## config.mk

```make
export PLATFORM = sky130hd
export DESIGN_NAME = shm_homing
export DESIGN_NICKNAME = d
export VERILOG_FILES = /design/src/design/shm_pkg.sv /design/src/design/shm_homing.sv
export SDC_FILE = /design/constraint.sdc
export NUM_CORES = 1
export LEC_CHECK = 0
export BUFFER_PORTS_ARGS = -buffer_cell sky130_fd_sc_hd__buf_2
export CAP_MARGIN = 5
export CORE_AREA = 2 2 190 192
export DETAILED_ROUTE_END_ITERATION = 8
export DIE_AREA = 0 0 192 194
export MAX_ROUTING_LAYER = met4
export PLACE_DENSITY = 0.47
export SYNTH_ARGS = -nofsm -noshare
export SYNTH_HDL_FRONTEND = slang
export SYNTH_SLANG_ARGS = --single-unit
```

## constraint.sdc

```tcl
create_clock -name i_clk_sys -period 6 [get_ports i_clk_sys]
set_input_delay 0.6 -clock i_clk_sys [delete_from_list [all_inputs] [get_ports i_clk_sys]]
set_output_delay 0.6 -clock i_clk_sys [all_outputs]
set_load 0.02 [all_outputs]
```

## src/design/shm_pkg.sv

```systemverilog
// shared constants and types for the servo homing and origin store block
package shm_pkg;
	// ---------------------------------------------------------------
	// register byte addresses
	// ---------------------------------------------------------------
	localparam logic [7:0] ADDR_CFG = 8'h00;
	localparam logic [7:0] ADDR_MODE = 8'h04;
	localparam logic [7:0] ADDR_SPEED = 8'h08;
	localparam logic [7:0] ADDR_PINSEL = 8'h0C;
	localparam logic [7:0] ADDR_ORG_ST = 8'h10;
	localparam logic [7:0] ADDR_ORG_MT = 8'h14;
	localparam logic [7:0] ADDR_STATUS = 8'h18;
	localparam logic [7:0] ADDR_IRQ_ST = 8'h1C;
	localparam logic [7:0] ADDR_IRQ_MASK = 8'h20;
	localparam logic [7:0] ADDR_CUR_POS = 8'h24;
	localparam logic [7:0] ADDR_ENC_CFG = 8'h28;

	// ---------------------------------------------------------------
	// field positions and widths
	// ---------------------------------------------------------------
	localparam int CFG_EN_BIT = 0;
	localparam int CFG_AUTO_BIT = 4;
	localparam int CFG_STORE_BIT = 8;
	localparam int CFG_LIMIT_BIT = 12;
	localparam int SPD_LEAVE_LSB = 16;
	localparam int PIN_ORG_LSB = 4;
	localparam int ST_W = 24;
	localparam int MT_W = 16;
	localparam int IRQ_DONE = 0;
	localparam int IRQ_LIMIT = 1;
	localparam int IRQ_WARN = 2;
	localparam int IRQ_REFUSED = 3;
	localparam int IRQ_W = 4;

	// ---------------------------------------------------------------
	// values after reset and limits
	// ---------------------------------------------------------------
	localparam logic [15:0] CFG_RST = 16'h0000;
	localparam logic [3:0] MODE_RST = 4'h0;
	localparam logic [3:0] MODE_MAX = 4'hA;
	localparam logic [11:0] SPD_TOWARD_RST = 12'h5DC;
	localparam logic [11:0] SPD_TOWARD_MAX = 12'hBB8;
	localparam logic [7:0] SPD_LEAVE_RST = 8'h1E;
	localparam logic [7:0] SPD_LEAVE_MAX = 8'hC8;
	localparam logic [2:0] PIN_START_RST = 3'h0;
	localparam logic [2:0] PIN_ORG_RST = 3'h1;

	typedef enum logic [2:0] {ST_IDLE, ST_SEEK, ST_CREEP, ST_BACKOFF, ST_LIMIT} shm_state_e;
endpackage

```

## src/design/shm_homing.sv

```systemverilog
// homing controller with origin store, wishbone register slave and interrupt
`timescale 1ns/1ps
module shm_homing
(
	input wire logic i_clk_sys,
	input wire logic i_reset,
	input wire logic i_wb_cyc,
	input wire logic i_wb_stb,
	input wire logic i_wb_we,
	input wire logic [7:0] i_wb_adr,
	input wire logic [3:0] i_wb_sel,
	input wire logic [31:0] i_wb_dat,
	output logic [31:0] o_wb_dat,
	output logic o_wb_ack,
	input wire logic i_power_up,
	input wire logic [7:0] i_input_pins,
	input wire logic i_servo_on,
	input wire logic i_position_mode,
	input wire logic i_positioning_complete,
	input wire logic i_forward_overtravel,
	input wire logic i_reverse_overtravel,
	input wire logic i_index_pulse,
	input wire logic [shm_pkg::ST_W-1:0] i_single_turn,
	input wire logic [shm_pkg::MT_W-1:0] i_multi_turn,
	input wire logic i_multiturn_alarm,
	input wire logic i_pos_ref_valid,
	output logic o_position_ref_accept,
	output logic o_move_enable,
	output logic o_move_forward,
	output logic [11:0] o_move_speed,
	output logic o_homing_busy,
	output logic o_homing_done,
	output logic o_limit_state,
	output logic o_warning,
	output logic o_irq
);
	import shm_pkg::*;

	// ---------------------------------------------------------------
	// state
	// ---------------------------------------------------------------
	logic [15:0] cfg_q, cfg_d, act_cfg_q, act_cfg_d;
	logic [3:0] mode_q, mode_d, act_mode_q, act_mode_d;
	logic mtu_q, mtu_d;
	logic [11:0] spd_tw_q, spd_tw_d;
	logic [7:0] spd_lv_q, spd_lv_d;
	logic [2:0] pin_st_q, pin_st_d, pin_org_q, pin_org_d;
	logic [IRQ_W-1:0] irq_st_q, irq_st_d, irq_mask_q, irq_mask_d;
	logic [31:0] rdat_q, rdat_d;
	logic ack_q, ack_d;
	shm_state_e state_q, state_d;
	logic dir_q, dir_d, done_q, done_d, valid_q, valid_d;
	logic [ST_W-1:0] org_st_q, org_st_d;
	logic [MT_W-1:0] org_mt_q, org_mt_d;
	logic auto_q, auto_d, booted_q, booted_d;
	logic start_prev_q, servo_prev_q, warn_prev_q;
	logic [11:0] spd_q, spd_d;

	logic boot, start_sw, org_sw, start_rise, start_ok, trig, auto_trig;
	logic act_en, act_auto, act_store, act_limit;
	logic ot_dir, decel_hit, origin_hit, limit_hit, finish;
	logic ev_done, ev_limit, ev_refused, ev_warn;
	logic wr, rd_cycle;
	logic [39:0] pos_diff;
	logic [11:0] wr_tw;
	logic [7:0] wr_lv;

	// ---------------------------------------------------------------
	// input selection and start qualification
	// ---------------------------------------------------------------
	// first edge after reset counts as a power-up as well
	assign boot = i_power_up | ~booted_q;
	assign start_sw = i_input_pins[pin_st_q];
	assign org_sw = i_input_pins[pin_org_q];
	assign start_rise = start_sw & ~start_prev_q;
	assign act_en = act_cfg_q[CFG_EN_BIT];
	assign act_auto = act_cfg_q[CFG_AUTO_BIT];
	assign act_store = act_cfg_q[CFG_STORE_BIT];
	assign act_limit = act_cfg_q[CFG_LIMIT_BIT];
	// every start condition checked together
	assign start_ok = act_en & i_servo_on & i_position_mode & i_positioning_complete
		& ~i_forward_overtravel & ~i_reverse_overtravel;
	assign auto_trig = auto_q & i_servo_on & ~servo_prev_q;
	assign trig = (start_rise | auto_trig) & (state_q == ST_IDLE);

	// ---------------------------------------------------------------
	// mode decode
	// ---------------------------------------------------------------
	// odd modes search forward, even modes reverse
	always_comb
	begin
		ot_dir = dir_q ? i_forward_overtravel : i_reverse_overtravel;
		decel_hit = 1'b0;
		origin_hit = 1'b0;
		limit_hit = 1'b0;
		unique case (act_mode_q)
			4'h1, 4'h2:
			begin
				decel_hit = org_sw;
				origin_hit = ~org_sw;
				limit_hit = ot_dir;
			end
			4'h3, 4'h4:
			begin
				decel_hit = org_sw;
				origin_hit = i_index_pulse;
				limit_hit = ot_dir;
			end
			4'h5, 4'h6:
			begin
				decel_hit = i_index_pulse;
				origin_hit = i_index_pulse;
				limit_hit = ot_dir;
			end
			4'h7, 4'h8:
			begin
				decel_hit = ot_dir;
				origin_hit = ~i_forward_overtravel & ~i_reverse_overtravel;
			end
			4'h9, 4'hA:
			begin
				decel_hit = ot_dir;
				origin_hit = i_index_pulse;
			end
			default:
			begin
				decel_hit = 1'b0;
				origin_hit = 1'b0;
			end
		endcase
	end

	// ---------------------------------------------------------------
	// homing sequencer and origin store
	// ---------------------------------------------------------------
	// alarm has the last word so a bad multi-turn count never leaves a stale origin
	always_comb
	begin
		state_d = state_q;
		dir_d = dir_q;
		done_d = done_q;
		valid_d = valid_q;
		org_st_d = org_st_q;
		org_mt_d = org_mt_q;
		auto_d = auto_q;
		act_cfg_d = act_cfg_q;
		act_mode_d = act_mode_q;
		spd_d = spd_q;
		finish = 1'b0;
		ev_limit = 1'b0;
		ev_refused = 1'b0;
		if (auto_trig)
			auto_d = 1'b0; // only the first servo-on counts
		unique case (state_q)
			ST_IDLE:
			begin
				if (trig && start_ok)
				begin
					done_d = 1'b0;
					dir_d = act_mode_q[0];
					spd_d = spd_tw_q;
					if (act_mode_q == 4'h0)
						finish = 1'b1;
					else
						state_d = ST_SEEK;
				end
				else if (trig)
					ev_refused = 1'b1; // edge dropped, not held
			end
			ST_SEEK:
			begin
				if (decel_hit)
				begin
					state_d = ST_CREEP;
					dir_d = ~dir_q;
					spd_d = spd_lv_q;
				end
				else if (limit_hit && act_limit)
				begin
					state_d = ST_LIMIT;
					ev_limit = 1'b1;
				end
				else if (limit_hit)
				begin
					state_d = ST_BACKOFF;
					dir_d = ~dir_q;
				end
			end
			ST_BACKOFF:
			begin
				if (!i_forward_overtravel && !i_reverse_overtravel)
					state_d = ST_SEEK;
			end
			ST_CREEP:
			begin
				if (origin_hit)
					finish = 1'b1;
			end
			ST_LIMIT:
			begin
				if (!i_servo_on)
					state_d = ST_IDLE;
			end
		endcase
		// leaving position control or servo off aborts a search
		if (state_q != ST_IDLE && state_q != ST_LIMIT && (!i_position_mode || !i_servo_on))
			state_d = ST_IDLE;
		if (finish)
		begin
			state_d = ST_IDLE;
			done_d = 1'b1;
			if (act_store)
			begin
				org_st_d = i_single_turn;
				org_mt_d = i_multi_turn;
				valid_d = 1'b1;
			end
			else
			begin
				org_st_d = '0;
				org_mt_d = '0;
				valid_d = 1'b0;
			end
		end
		// power-up: new configuration and mode settings go live only here
		if (boot)
		begin
			act_cfg_d = cfg_q;
			act_mode_d = (mode_q > MODE_MAX) ? MODE_RST : mode_q;
			state_d = ST_IDLE;
			auto_d = cfg_q[CFG_EN_BIT] & cfg_q[CFG_AUTO_BIT];
			done_d = cfg_q[CFG_EN_BIT] & cfg_q[CFG_STORE_BIT] & ~mtu_q & valid_q;
			if (!cfg_q[CFG_STORE_BIT])
			begin
				org_st_d = '0;
				org_mt_d = '0;
				valid_d = 1'b0;
			end
		end
		if (i_multiturn_alarm)
		begin
			org_st_d = '0;
			org_mt_d = '0;
			valid_d = 1'b0;
			done_d = 1'b0;
		end
	end
	assign ev_done = finish & ~i_multiturn_alarm;

	// sequencer registers
	always_ff @(posedge i_clk_sys or posedge i_reset)
	begin
		if (i_reset)
		begin
			state_q <= ST_IDLE;
			dir_q <= 1'b0;
			done_q <= 1'b0;
			valid_q <= 1'b0;
			org_st_q <= '0;
			org_mt_q <= '0;
			auto_q <= 1'b0;
			act_cfg_q <= CFG_RST;
			act_mode_q <= MODE_RST;
			spd_q <= SPD_TOWARD_RST;
			booted_q <= 1'b0;
			start_prev_q <= 1'b0;
			servo_prev_q <= 1'b0;
			warn_prev_q <= 1'b0;
		end
		else
		begin
			state_q <= state_d;
			dir_q <= dir_d;
			done_q <= done_d;
			valid_q <= valid_d;
			org_st_q <= org_st_d;
			org_mt_q <= org_mt_d;
			auto_q <= auto_d;
			act_cfg_q <= act_cfg_d;
			act_mode_q <= act_mode_d;
			spd_q <= spd_d;
			booted_q <= booted_d;
			start_prev_q <= start_sw;
			servo_prev_q <= i_servo_on;
			warn_prev_q <= o_warning;
		end
	end
	assign booted_d = 1'b1;

	// ---------------------------------------------------------------
	// outputs to the motion path
	// ---------------------------------------------------------------
	assign o_homing_busy = (state_q == ST_SEEK) || (state_q == ST_CREEP) || (state_q == ST_BACKOFF);
	assign o_position_ref_accept = i_pos_ref_valid & ~o_homing_busy;
	assign o_move_enable = o_homing_busy;
	assign o_move_forward = dir_q;
	assign o_move_speed = spd_q;
	assign o_homing_done = done_q;
	assign o_limit_state = (state_q == ST_LIMIT);
	// combinational so the warning follows the origin flag with no lag
	assign o_warning = act_store & ~valid_q;
	assign ev_warn = o_warning & ~warn_prev_q;
	assign pos_diff = {i_multi_turn, i_single_turn} - {org_mt_q, org_st_q};

	// ---------------------------------------------------------------
	// wishbone slave and interrupt
	// ---------------------------------------------------------------
	assign wr = i_wb_cyc & i_wb_stb & i_wb_we & ~ack_q;
	assign rd_cycle = i_wb_cyc & i_wb_stb & ~ack_q;
	// speeds are clamped on write so the drive never sees an out-of-range target
	assign wr_tw = (i_wb_dat[11:0] > SPD_TOWARD_MAX) ? SPD_TOWARD_MAX : i_wb_dat[11:0];
	assign wr_lv = (i_wb_dat[SPD_LEAVE_LSB+7:SPD_LEAVE_LSB] > SPD_LEAVE_MAX) ? SPD_LEAVE_MAX
		: i_wb_dat[SPD_LEAVE_LSB+7:SPD_LEAVE_LSB];
	always_comb
	begin
		cfg_d = cfg_q;
		mode_d = mode_q;
		mtu_d = mtu_q;
		spd_tw_d = spd_tw_q;
		spd_lv_d = spd_lv_q;
		pin_st_d = pin_st_q;
		pin_org_d = pin_org_q;
		irq_mask_d = irq_mask_q;
		irq_st_d = irq_st_q;
		rdat_d = rdat_q;
		ack_d = rd_cycle;
		if (wr)
		begin
			unique case (i_wb_adr)
				ADDR_CFG:
				begin
					if (i_wb_sel[0])
						cfg_d[7:0] = i_wb_dat[7:0];
					if (i_wb_sel[1])
						cfg_d[15:8] = i_wb_dat[15:8];
				end
				ADDR_MODE: if (i_wb_sel[0]) mode_d = i_wb_dat[3:0];
				ADDR_SPEED:
				begin
					if (i_wb_sel[0] && i_wb_sel[1])
						spd_tw_d = wr_tw;
					if (i_wb_sel[2])
						spd_lv_d = wr_lv;
				end
				ADDR_PINSEL:
				begin
					if (i_wb_sel[0])
					begin
						pin_st_d = i_wb_dat[2:0];
						pin_org_d = i_wb_dat[PIN_ORG_LSB+2:PIN_ORG_LSB];
					end
				end
				ADDR_IRQ_ST: if (i_wb_sel[0]) irq_st_d = irq_st_q & ~i_wb_dat[IRQ_W-1:0];
				ADDR_IRQ_MASK: if (i_wb_sel[0]) irq_mask_d = i_wb_dat[IRQ_W-1:0];
				ADDR_ENC_CFG: if (i_wb_sel[0]) mtu_d = i_wb_dat[0];
				default: irq_st_d = irq_st_q;
			endcase
		end
		// set wins over a clear in the same cycle
		irq_st_d = irq_st_d | {ev_refused, ev_warn, ev_limit, ev_done};
		rdat_d = 32'h0000_0000;
		unique case (i_wb_adr)
			ADDR_CFG: rdat_d[15:0] = cfg_q;
			ADDR_MODE: rdat_d[3:0] = mode_q;
			ADDR_SPEED: rdat_d = {8'h00, spd_lv_q, 4'h0, spd_tw_q};
			ADDR_PINSEL: rdat_d[7:0] = {1'b0, pin_org_q, 1'b0, pin_st_q};
			ADDR_ORG_ST: rdat_d[ST_W-1:0] = org_st_q;
			ADDR_ORG_MT: rdat_d[MT_W-1:0] = org_mt_q;
			ADDR_STATUS: rdat_d[7:0] = {o_limit_state, valid_q, o_homing_busy, o_warning,
				done_q, state_q};
			ADDR_IRQ_ST: rdat_d[IRQ_W-1:0] = irq_st_q;
			ADDR_IRQ_MASK: rdat_d[IRQ_W-1:0] = irq_mask_q;
			ADDR_CUR_POS: rdat_d = pos_diff[31:0];
			ADDR_ENC_CFG: rdat_d[0] = mtu_q;
			default: rdat_d = 32'h0000_0000;
		endcase
	end

	// bus and configuration registers
	always_ff @(posedge i_clk_sys or posedge i_reset)
	begin
		if (i_reset)
		begin
			cfg_q <= CFG_RST;
			mode_q <= MODE_RST;
			mtu_q <= 1'b0;
			spd_tw_q <= SPD_TOWARD_RST;
			spd_lv_q <= SPD_LEAVE_RST;
			pin_st_q <= PIN_START_RST;
			pin_org_q <= PIN_ORG_RST;
			irq_st_q <= '0;
			irq_mask_q <= '0;
			rdat_q <= 32'h0000_0000;
			ack_q <= 1'b0;
		end
		else
		begin
			cfg_q <= cfg_d;
			mode_q <= mode_d;
			mtu_q <= mtu_d;
			spd_tw_q <= spd_tw_d;
			spd_lv_q <= spd_lv_d;
			pin_st_q <= pin_st_d;
			pin_org_q <= pin_org_d;
			irq_st_q <= irq_st_d;
			irq_mask_q <= irq_mask_d;
			rdat_q <= rdat_d;
			ack_q <= ack_d;
		end
	end
	assign o_wb_ack = ack_q;
	assign o_wb_dat = rdat_q;
	assign o_irq = |(irq_st_q & irq_mask_q);
endmodule

```

==> metrics.txt <==
Worst Max-Slew Pin Slew 1.04 ns; CTS buffer count 17; wirelength, routed 30200 um; P&R area growth vs syn 20.5%; final hold slack 0.278 ns; post-synthesis sequential area ratio 45.5%; setup repair bufs after CTS 0; Min Clock Period, post-route 3.53 ns; TritonCTS clock tree done; most frequent cell after synthesis dfrtp_1; Max H-tree Level 4; Synth Flop Type dfrtp_1; Max-cap violations 0; M1 GR Usage 23.1%; Min-Delay Path Class input pin to async pin; Mapped Cells 915; I/O Pins 159; GR met2 Demand/Resource 25.3%; Clock Tree Root clkbuf_16; die footprint 0.0372 sq mm; RSZ-0062 raised after global routing no; Setup Total Neg Slack 0 ns; Setup WS pre-CTS 2.27 ns; drt first pass iters 6; #FFs+latches synth 158; via count 7437; top-area cell type share of the netlist area 39.8%; number of routed nets with antenna violations 0; Port Buf Inserts 149; Yosys Warn Count 0; Placeable Area 0.0352 sq mm; worst path required time 6.35 ns; fmax 0.283 GHz; Die W 192 um; M3 GR Usage 2.95%; DR WL/cell 19.8 um; # DRC 0; Leakage Power 4.59 nW; fin util 29.9%; global-route wire length before repair 46200 um; final net count 1189; outcome finished, final reports clean; Starting Density 24.8%; dominant cell type by area after synthesis dfrtp_1; maximum VDD drop 0.204 mV; Slew HR 30.5%; Post-synth EDFFs 0; Final Hold Violating Endpoints 0; critical path class register to register; largest net degree at the start of global routing 78; Clock Sink Count 158; via-per-instance ratio 4.87; average size of a mapped cell 9.55 sq um; vias in the first global route 7491; Clk Latency, worst-skew pair 0.44 ns; Setup crit start kind register; pwr/cell area 224 mW/mm^2; setup violators final 0; share of post-route cells with drive strength above 1 25.5%; Die Span Y 194 um; # hold bufs at CTS 0; Async SR Flop Fraction 100%; Final Max Tran Viols 0; CTS resizes 0; top post-synthesis cells by area dfrtp_1 (40%), dfstp_2 (5.7%), nand2_1 (5.2%); GRT Total Usage 17.0%; busiest grt layer met2; Area after DPL 0.00996 sq mm; crit end category register; antenna violations before repair 1; Synth cell types 69; clk_skew 0.0101 ns; period utilization 58.8%; HPWL Detailed 22600 um; Synth Net Count 1053; final setup margin 2.47 ns; Synth top cells by count dfrtp_1 (139), nand2_1 (120), a21oi_1 (79); cell area after synthesis 0.00874 sq mm; GPL Wtd Cong 0.885; cell area after layout 0.0105 sq mm; Data arrival, critical path 3.88 ns; GRT overflow 0; CTS max path bufs 2; Worst Path Max Fanout 24; initial DRC count 565; FP Rows 69; CTS clk-pin slew, worst paths 0.07 ns
-- cells by family (layout without fill, tap and decap cells) --
logic type	after synthesis	count (layout)	synth area share (%)
buffers and inverters	87	236	4.21
AND/OR/NAND/NOR	282	282	14.7
other	1	2	0.0429
adder cells (fa/ha/maj)	33	33	4.78
XOR/XNOR	28	28	2.81
AO/OA/AOI/OAI	274	274	20.8
flip-flops	158	158	45.5
multiplexers	52	52	7.22
-- power by group --
| part | switching (mW) | internal (mW) | leakage (nW) |
|---|---|---|---|
| Sequential | 0.00557 | 1.07 | 2.12 |
| Clock | 0.489 | 0.578 | 0.261 |
| Combinational | 0.130 | 0.0807 | 2.20 |
-- final timing paths --
check | startpoint | end | slack, ns | cells after the start
max | pin_st_q[0] | state_q[2] | 2.47 | 10
min | i_reset | o_wb_dat[22] | 0.28 | 2
max reg2reg | pin_st_q[0] | state_q[2] | 2.47 | 10
min reg2reg | o_wb_ack | o_wb_ack | 0.43 | 1
max in group asynchronous | i_reset | pin_org_q[0] | 4.65 | 3
min in group i_clk_sys | i_servo_on | servo_prev_q | 0.37 | 1
-- layout by cell type (no fill, tap or decap), types with 4 or more instances in the layout --
| cell type | n |
|---|---|
| mux2i_1 | 9 |
| a21oi_1 | 79 |
| and3_1 | 6 |
| clkinvlp_4 | 5 |
| nand2b_1 | 8 |
| a211oi_1 | 4 |
| ha_1 | 31 |
| nor2_1 | 46 |
| inv_1 | 41 |
| nand4_1 | 6 |
| nor3_1 | 11 |
| dfrtp_1 | 139 |
| buf_4 | 13 |
| o211ai_1 | 5 |
| o21ai_0 | 64 |
| a221oi_1 | 10 |
| a31oi_1 | 7 |
| or2_2 | 4 |
| mux2_2 | 38 |
| nor2b_1 | 9 |
| a22oi_1 | 27 |
| a21o_1 | 11 |
| nand3_1 | 55 |
| inv_6 | 7 |
| o22a_1 | 6 |
| clkbuf_16 | 17 |
| buf_2 | 149 |
| xnor2_1 | 16 |
| nand3b_1 | 4 |
| dfstp_2 | 19 |
| xor2_1 | 12 |
| nand2_1 | 120 |
| o21a_1 | 9 |
| a22o_1 | 18 |
| a222oi_1 | 6 |
-- registers in the layout, indices dropped and copies added, names as in the netlist, 3 cells and up --
signal	flops
state_q	3
spd_lv_q	8
pin_st_q	3
spd_tw_q	12
act_mode_q	4
mode_q	4
cfg_q	16
irq_mask_q	4
act_cfg_q	3
o_wb_dat	32
o_move_speed	12
pin_org_q	3
org_st_q	24
org_mt_q	16
irq_st_q	4
-- layout make-up --
class / count / area (sq um)
diodes: 1 / 2.50
clock buffers: 18 / 429
clock inverters: 14 / 134
fillers: 3780 / 24700
inverters: 42 / 163
multi-input cells: 670 / 4400
flip-flops and latches: 158 / 3980
well taps: 461 / 577
repair buffers: 162 / 843
-- metrics by stage --
step / total power, mW / std cells
detailed placement: 1.31 / 1493
global route: 2.45 / 1526
finish: 2.36 / 1526
global placement: 1.31 / 1493
floorplan: 1.21 / 915
CTS: 2.38 / 1525
-- critical path, stage by stage (launching register included) --
cell,delay (ns)
dfrtp_1,0.44
mux4_1,0.58
mux2_4,0.30
a22o_4,0.28
nand3_2,0.12
nor2_2,0.08
a21o_4,0.20
o221ai_4,0.66
buf_4,0.43
nand2_1,0.17
a211oi_2,0.15
-- per-layer routing --
metal / routed length, um / share of wire (%)
met4: 896 / 3.0
met1: 14400 / 48
met5: 0 / 0
met3: 1270 / 4.2
met2: 13700 / 45
No activity file was read; power rests on OpenSTA's default activity.
